[src/logic/ssi_enc_pkg.sv]
// Package for the SSI absolute position output block.
// Assumes a 40 MHz system clock; all counts derive from it.
package ssi_enc_pkg;
   localparam int          CLK_HZ              = 40_000_000;
   localparam int          POS_BITS            = 25;
   // Minimum zero-setting pulse length, in microseconds
   localparam int          ZERO_PULSE_US       = 100;
   localparam int          ZERO_PULSE_CYC      = (ZERO_PULSE_US * (CLK_HZ / 1_000_000));
   // Typical recovery hold time after a burst, in microseconds
   localparam int          RECOVERY_HOLD_US    = 12;
   localparam int          RECOVERY_HOLD_CYC   = (RECOVERY_HOLD_US * (CLK_HZ / 1_000_000));
   localparam int          CNT_W               = 16;
   localparam logic [24:0] POS_RESET           = 25'h0000000;
   localparam logic [24:0] OFFSET_RESET        = 25'h0000000;
endpackage : ssi_enc_pkg

[src/logic/ssi_absolute_encoder_output.sv]
// SSI position output of a singleturn absolute encoder, with direction
// select and zero setting inputs. Assumes the master drives the SSI clock,
// idle high, and that position comes from a sensor on the same clock.
`timescale 1ns/1ps
`default_nettype none
module ssi_absolute_encoder_output
   import ssi_enc_pkg::*;
#(
   parameter int    WIDTH         = POS_BITS,
   parameter bit    GRAY_OUT      = 1'b0,
   parameter int    ZERO_CYC      = ZERO_PULSE_CYC,
   parameter int    HOLD_CYC      = RECOVERY_HOLD_CYC
) (
   input  wire logic             clk,
   input  wire logic             rst_b,
   input  wire logic [WIDTH-1:0] raw_position,
   input  wire logic             ssi_clock,
   input  wire logic             count_dir,
   input  wire logic             zero_set,
   output logic                  ssi_data,
   output logic                  busy
);

   // Counters must hold both long figures; the shift register needs
   // at least two bits and the partner side reads no more than 32
   initial begin
      if (WIDTH < 2 || WIDTH > 32 || ZERO_CYC < 1 || HOLD_CYC < 1 ||
          ZERO_CYC >= (1 << CNT_W) || HOLD_CYC >= (1 << CNT_W)) begin
         $error("ssi_absolute_encoder_output: unsupported parameters");
      end
   end

   // Idle waits for a fall, shift follows the burst, hold is recovery
   typedef enum logic [1:0] {IDLE, SHIFT, HOLD} state_t;

   // Gray variant: adjacent positions differ in one bit only, so a word
   // latched mid-step is off by at most one count
   function automatic logic [WIDTH-1:0] bin2gray(input logic [WIDTH-1:0] b);
      bin2gray = b ^ (b >> 1);
   endfunction : bin2gray

   // Two-stage synchronisers for the pins
   logic [1:0]       clk_sync_q, clk_sync_d;
   logic [1:0]       dir_sync_q, dir_sync_d;
   logic [1:0]       zero_sync_q, zero_sync_d;
   logic             clk_prev_q, clk_prev_d;
   logic             zero_prev_q, zero_prev_d;

   always_comb begin
      clk_sync_d  = {clk_sync_q[0], ssi_clock};
      dir_sync_d  = {dir_sync_q[0], count_dir};
      zero_sync_d = {zero_sync_q[0], zero_set};
      clk_prev_d  = clk_sync_q[1];
      zero_prev_d = zero_sync_q[1];
   end

   // Synchroniser registers reset to the idle pin levels, so
   // no false clock edge or zero release follows reset
   always_ff @(posedge clk) begin
      if (!rst_b) begin
         clk_sync_q  <= 2'b11;
         dir_sync_q  <= 2'b00;
         zero_sync_q <= 2'b00;
         clk_prev_q  <= 1'b1;
         zero_prev_q <= 1'b0;
      end else begin
         clk_sync_q  <= clk_sync_d;
         dir_sync_q  <= dir_sync_d;
         zero_sync_q <= zero_sync_d;
         clk_prev_q  <= clk_prev_d;
         zero_prev_q <= zero_prev_d;
      end
   end

   // Link clock edges, found only on the second synchroniser stage;
   // each edge is seen two system clocks after the pin moves
   logic clk_fall;
   logic clk_rise;
   assign clk_fall = clk_prev_q & ~clk_sync_q[1];
   assign clk_rise = ~clk_prev_q & clk_sync_q[1];

   // Direction-adjusted position; the sine/cosine track is outside this block
   logic [WIDTH-1:0] dir_pos;
   logic [WIDTH-1:0] rel_pos;
   logic [WIDTH-1:0] offset_q, offset_d;
   logic [CNT_W-1:0] zcnt_q, zcnt_d;

   always_comb begin
      // Two's-complement negation reverses counting sense
      dir_pos = dir_sync_q[1] ? (~raw_position + WIDTH'(1))
                              : raw_position;
      rel_pos = dir_pos - offset_q;
   end

   // Zero setting: pulse counted while high, acted on at release so a
   // stuck-high input never zeroes
   always_comb begin
      zcnt_d   = zcnt_q;
      offset_d = offset_q;
      if (zero_sync_q[1]) begin
         if (zcnt_q != CNT_W'(ZERO_CYC)) begin
            zcnt_d = zcnt_q + CNT_W'(1);
         end
      end else begin
         zcnt_d = '0;
         if (zero_prev_q && zcnt_q == CNT_W'(ZERO_CYC)) begin
            offset_d = dir_pos;
         end
      end
   end

   // Zero offset and pulse length registers
   always_ff @(posedge clk) begin
      if (!rst_b) begin
         zcnt_q   <= '0;
         offset_q <= WIDTH'(OFFSET_RESET);
      end else begin
         zcnt_q   <= zcnt_d;
         offset_q <= offset_d;
      end
   end

   // Transfer state machine. The burst end is known only once the
   // link clock has stood high for the hold count, so the master's
   // half period must stay shorter than that count; recovery is
   // timed from that point on
   state_t           state_q, state_d;
   logic [WIDTH-1:0] shreg_q, shreg_d;
   logic             data_q, data_d;
   logic [CNT_W-1:0] hold_q, hold_d;

   always_comb begin
      state_d = state_q;
      shreg_d = shreg_q;
      data_d  = data_q;
      hold_d  = hold_q;
      case (state_q)
         IDLE: begin
            data_d = 1'b1;
            if (clk_fall) begin
               // Word fixed at the first falling edge
               shreg_d = GRAY_OUT ? bin2gray(rel_pos) : rel_pos;
               state_d = SHIFT;
            end
         end
         SHIFT: begin
            if (clk_rise) begin
               data_d  = shreg_q[WIDTH-1];
               shreg_d = {shreg_q[WIDTH-2:0], 1'b0};
               hold_d  = '0;
            end else if (clk_sync_q[1]) begin
               // Clock parked high: the last rising edge ended the burst
               hold_d = hold_q + CNT_W'(1);
               if (hold_q == CNT_W'(HOLD_CYC - 1)) begin
                  state_d = HOLD;
                  hold_d  = '0;
               end
            end else begin
               hold_d = '0;
            end
         end
         HOLD: begin
            // Line low through recovery; falling edges ignored
            data_d = 1'b0;
            hold_d = hold_q + CNT_W'(1);
            if (hold_q == CNT_W'(HOLD_CYC - 1)) begin
               data_d  = 1'b1;
               state_d = IDLE;
               hold_d  = '0;
            end
         end
         default: begin
            state_d = IDLE;
            data_d  = 1'b1;
         end
      endcase
   end

   // Transfer registers; the data line resets high, as in idle
   // so the master sees a ready line straight after reset
   always_ff @(posedge clk) begin
      if (!rst_b) begin
         state_q <= IDLE;
         shreg_q <= WIDTH'(POS_RESET);
         data_q  <= 1'b1;
         hold_q  <= '0;
      end else begin
         state_q <= state_d;
         shreg_q <= shreg_d;
         data_q  <= data_d;
         hold_q  <= hold_d;
      end
   end

   // Data straight from a flop; busy is a decode of the state,
   // high from the latch until recovery has expired
   assign ssi_data = data_q;
   assign busy     = (state_q != IDLE);

endmodule : ssi_absolute_encoder_output
`default_nettype wire

[config.mk]
export PLATFORM = sky130hd
export DESIGN_NAME = ssi_absolute_encoder_output
export DESIGN_NICKNAME = d
export VERILOG_FILES = /design/src/logic/ssi_enc_pkg.sv /design/src/logic/ssi_absolute_encoder_output.sv
export SDC_FILE = /design/constraint.sdc
export NUM_CORES = 1
export LEC_CHECK = 0
export ABC_AREA = 1
export BUFFER_PORTS_ARGS = -buffer_cell sky130_fd_sc_hd__clkbuf_2
export CAP_MARGIN = 40
export CORE_MARGIN = 5
export CORE_UTILIZATION = 30
export DETAILED_ROUTE_END_ITERATION = 6
export GPL_TIMING_DRIVEN = 1
export PLACE_DENSITY = 0.54
export REMOVE_ABC_BUFFERS = 1
export SYNTH_ARGS = -nofsm -noshare
export SYNTH_HDL_FRONTEND = slang
export SYNTH_SLANG_ARGS = --single-unit
[constraint.sdc]
create_clock -name clk -period 2.5 [get_ports clk]
set_clock_uncertainty 0.05 [all_clocks]
set_input_delay 0.125 -clock clk [delete_from_list [all_inputs] [get_ports clk]]
set_output_delay 0.125 -clock clk [all_outputs]
set_load 0.01 [all_outputs]
## After elaboration in Yosys (flattened, before gate mapping)

Cells that the tools add are included.
W data, S select, Z words.

| operators by class | value |
|---|---|
| bitwise logic cells | 6 |
| mux-type cells | 17 |
| add/sub/neg operators | 4 |
| reduce and logical (&&, ||, !) cells | 9 |
| equal/unequal tests | 11 |

Operators by type and width:

| kind | number |
|---|---|
| $mux W25 | 3 |
| $pmux W25 S2 | 1 |
| $mux W16 | 3 |
| $add A16 B1 Y16 const B | 2 |
| $pmux W16 S2 | 1 |
| $add A25 B1 Y25 const B | 1 |
| $not A25 Y25 | 1 |
| $sub A25 B25 Y25 | 1 |
| $eq A16 B12 Y1 const B | 1 |
| $eq A16 B9 Y1 const B | 1 |
| $ne A16 B12 Y1 const B | 1 |
| $ne A2 B2 Y1 const B | 6 |
| $mux W2 | 5 |
| $pmux W2 S3 | 1 |
| $reduce_bool A2 Y1 | 3 |
| $reduce_and A5 Y1 | 1 |
| $reduce_and A2 Y1 | 2 |
| $not A1 Y1 | 3 |
| $reduce_and A3 Y1 | 1 |
| $and A1 B1 Y1 | 2 |
| $eq A2 B1 Y1 const B | 1 |
| $eq A2 B2 Y1 const B | 1 |
| $logic_not A2 Y1 | 1 |
| $mux W1 | 2 |
| 2 further kinds | 2 |

| storage, ports and cells | value |
|---|---|
| bits in registers | 93 |
| logic and storage cells | 58 |
| output and inout port bits | 2 |

## Logic depth before layout (Yosys ltp)

| depth | value |
|---|---|
| depth in word-level cells | 6 |
| gate-level depth with buffers | 21 |
| mapped depth without buffers | 21 |

## Least setup slack after synthesis

Ideal clock, no wire load.

| timing | value |
|---|---|
| path kind | flip-flop to flip-flop |
| from | register dir_sync_q[1] |
| to | register shreg_q[18] |
| stages on the path, launching flop included | 16 |
| library setup time | 0.134 ns |
| buffers on the path | 2 |
| data required time | 2.316 ns |
| setup slack | 0.012 ns |
| arrival time | 2.304 ns |
| period minus slack after synthesis | 2.488 ns |
| path through | dfxtp_1 > clkbuf_1 > clkbuf_1 > o21ai_0 > fa_1 > nand2_1 > nand2_1 > nand3_1 > nand2_1 > nand2_1 > nand2_1 > nand2_1 > nand2_1 > xor2_1 > o21ai_0 > a21oi_1 |

| between the ends | value |
|---|---|
| cells in the longest elaborated chain, start to end | 4 |

Ends and longest elaborated chain:

| element | line | source |
|---|---|---|
| start, declared | ssi_absolute_encoder_output.sv:44 | `logic [1:0] dir_sync_q, dir_sync_d;` |
| start signal, assigned | ssi_absolute_encoder_output.sv:68 | `dir_sync_q <= dir_sync_d;` |
| $mux W25 | ssi_absolute_encoder_output.sv:90 | `dir_pos = dir_sync_q[1] ? (~raw_position + WIDTH'(1))` |
| net dir_pos[1] | ssi_absolute_encoder_output.sv:83 | `logic [WIDTH-1:0] dir_pos;` |
| $sub A25 B25 Y25 | ssi_absolute_encoder_output.sv:92 | `rel_pos = dir_pos - offset_q;` |
| $mux W25 | ssi_absolute_encoder_output.sv:140 | `if (clk_fall) begin` |
| $pmux W25 S2 | ssi_absolute_encoder_output.sv:137 | `case (state_q)` |
| end signal, assigned | ssi_absolute_encoder_output.sv:184 | `shreg_q <= WIDTH'(POS_RESET);` |
| end signal, assigned | ssi_absolute_encoder_output.sv:189 | `shreg_q <= shreg_d;` |
| end, declared | ssi_absolute_encoder_output.sv:128 | `logic [WIDTH-1:0] shreg_q, shreg_d;` |

The timed path passes the listed nets, and every way through them passes these cells. The select of a mux whose other input is x is not followed.
A chain may end at the register's enable or synchronous reset.

## Worst setup path in the final report

Same ends and word-level chain as after synthesis.

==> results.ini <==
[floorplan]
pin_count=32
rows=52
die_y_um=152
start_util=0.302
die_area_um2=23100
die_w_um=152
core_area_um2=20000

[power_and_ir_drop]
switching_share=0.383
pwr-share-clk=0.275
switchingPower_mw=1.99
powerDensity_nw_per_um2=606
vdd_drop_max_mv=0.464
power_frac_seq=0.341
comb_power_share=0.384
finalPower_mw=5.20
power.internal_mw=3.21
p_leak_nw=3.75

[global_route]
grt_overflow=0
grt_pass1_wl_um=27200
grtUsageTotal=0.140
grt_pass1_vias=5743
antenna_found_initial=0
grt_max_degree=47

[detailed_routing]
routed_wl_um=16900
routedWlPerCell_um=12.6
drc=0
routed_via_density=4.67
ant_nets=0
vias=6263
drt-initial-drc-count=240
firstDrtPassIters=4

[final_layout]
syn_to_final_growth_pct=41.8
final_cell_area_um2=8580
multi_input_area_um2=4340
layout_commonest_cell=nand2_1
layout-drive-gt1-share=0.318
final_net_count=1130
diodes=0
fill_cells=2110
mostFrequentLayoutCells=nand2_1, inv_1, buf_4
ff_latch_area_um2=1870

[timing]
worst_pin_slew_ns=0.494
tns_ns=0
rsz0062_at_grt=true
finalMaxSlewViolations=0
hold_violations=0
layout_setup_ws_ns=0.0814
hold-worst-slack_ns=0.109
setup_viol=0
fmax_mhz=413
slew_headroom=0.667
post-route-period-util=0.967
fin_crit_ns=2.42

[clock_tree]
cts_tree=done
clk_pin_slew_ns=0.08
h-tree-depth=3
clock_path_buffers=2
clock-sinks=93
clock-root-buffer=clkbuf_16
cts_buffers=9
clk_latency_ns=0.36

[run]
maxCapViolCount=0

[yosys]
avgSynthCellArea_um2=6.55
seq_area_frac_synth=0.308
synth_top_family_by_area=simple AND/OR/NAND/NOR gates
yosys.area_share.xor_xnor=0.0594
yosysWarnings=0
synth_top_cell_area_share=0.308
ys.flop_type=dfxtp_1
synth_compound_area_frac=0.186
synthTopCellsByArea=dfxtp_1, nand2_1, inv_1
synth_edf_count=0
synthArstFlopShare=0
synth_simple_gate_area_share=0.266
synthCells=923
synth.area.mux_share=0
yosys.area_share.adder=0.0695
yosys.area.top_type=dfxtp_1
synth_cell_types=37
ys_seq_elements=93
netlist_area_um2=6050

[status]
status=finished clean

[place]
placed_area_um2=7200
portBuffers=31
gp_congestion=0.881
dp_hpwl_um=12300
pre_cts_slack_ns=-0.530

[worst_setup_path]
crit_type=reg2reg
worstPathRequired_ns=2.69
cp-end-kind=register
critPathMaxFanout=7
worstSetupStartpointType=register
crit_arrival_ns=2.61

[hold_path]
holdCritPathClass=in2reg

==> cell type report <==
cell class | count | share of cell area
well taps | 270 | 0.0394
flip-flops and latches | 93 | 0.218
clock buffers | 9 | 0.0263
clock inverters | 7 | 0.0106
repair buffers | 159 | 0.136
multi-input cells | 658 | 0.506
inverters | 146 | 0.0642
==> synthesized netlist by cell type (3+ instances only) <==
cell type and n:
nand3_1 47, xnor2_1 10, buf_6 3, inv_1 143, a211oi_2 8, nor3_1 18
nand2_1 181, or2_2 4, buf_2 4, clkbuf_1 19, nor4_1 4, o21ai_1 12
a31oi_1 4, xor2_1 31, a21oi_1 104, o21a_1 5, o21ai_0 55, nand4_1 17
ha_1 32, nor2_1 106, dfxtp_1 93, o21bai_1 4
==> metrics by stage <==
| step | instances | util |
|---|---|---|
| 6_report | 1342 | 0.428 |
| 5_1_grt | 1342 | 0.428 |
| 4_1_cts | 1325 | 0.382 |
| 3_5_place_dp | 1301 | 0.359 |
| 3_3_place_gp | 1301 | 0.359 |
| 2_1_floorplan | 897 | - |
==> metal layers <==
layer  track usage  up-vias  share of wire
li1              -     3274              -
met1         0.177     2894           0.46
met2         0.245       76           0.50
met3        0.0284       19          0.031
met4        0.0338        0          0.013
met5             0        -              0
==> state kept, by name (all words and copies together) (netlist names) <==
name and count:
offset_q 25, shreg_q 25, hold_q 16, zcnt_q 16, clk_sync_q 2, dir_sync_q 2
state_q 2, zero_sync_q 2, clk_prev_q 1, ssi_data 1, zero_prev_q 1
==> logic make-up (layout without fill, tap and decap cells) <==
family / after synthesis / count (layout)
simple gates: 382 / 382
xor+xnor: 41 / 41
flops: 93 / 93
fa+ha+maj: 33 / 33
compound gates: 202 / 202
buf+inv: 172 / 321
==> repair_timing <==
action / CTS / global route
hold endpoints to repair: 3 / 0
hold buffers: 3 / 0
pin swaps: 20 / 91
setup buffers: 5 / 17
gates resized for setup: 26 / 191
endpoints found under the setup margin: 14 / 19
==> worst max-delay path: stages, from the launching register on <==
cell and delay (ns):
dfxtp_4 0.38, inv_2 0.06, buf_6 0.14, a21oi_2 0.11, xor2_1 0.21, ha_1 0.33, nand2_2 0.15, inv_1 0.07
a21oi_2 0.18, nand2_2 0.09, nand2_1 0.07, nand2_1 0.09, xor2_2 0.17, o21ai_1 0.12, a21oi_1 0.07
==> power by group through the flow <==
stage               clock network, mW  logic, mW  registers [mW]
floorplan                           0       1.09            1.78
global route                     1.54       2.23            1.80
finish                           1.43       2.00            1.77
detailed placement                  0       1.71            1.80
global placement                    0       1.70            1.80
CTS                              1.49       1.75            1.77
==> path summary, 6_finish.rpt <==
path,slack (ns),end,cells after the start,from
max,0.08,shreg_q[18]$_SDFFE_PN0P_,14,dir_sync_q[1]$_SDFF_PN0_
min,0.11,offset_q[0]$_SDFFE_PN0P_,4,raw_position[0]
max reg2reg,0.08,shreg_q[18]$_SDFFE_PN0P_,14,dir_sync_q[1]$_SDFF_PN0_
min reg2reg,0.36,dir_sync_q[1]$_SDFF_PN0_,2,dir_sync_q[0]$_SDFF_PN0_
Note: power is estimated with default switching activity, not from simulation.
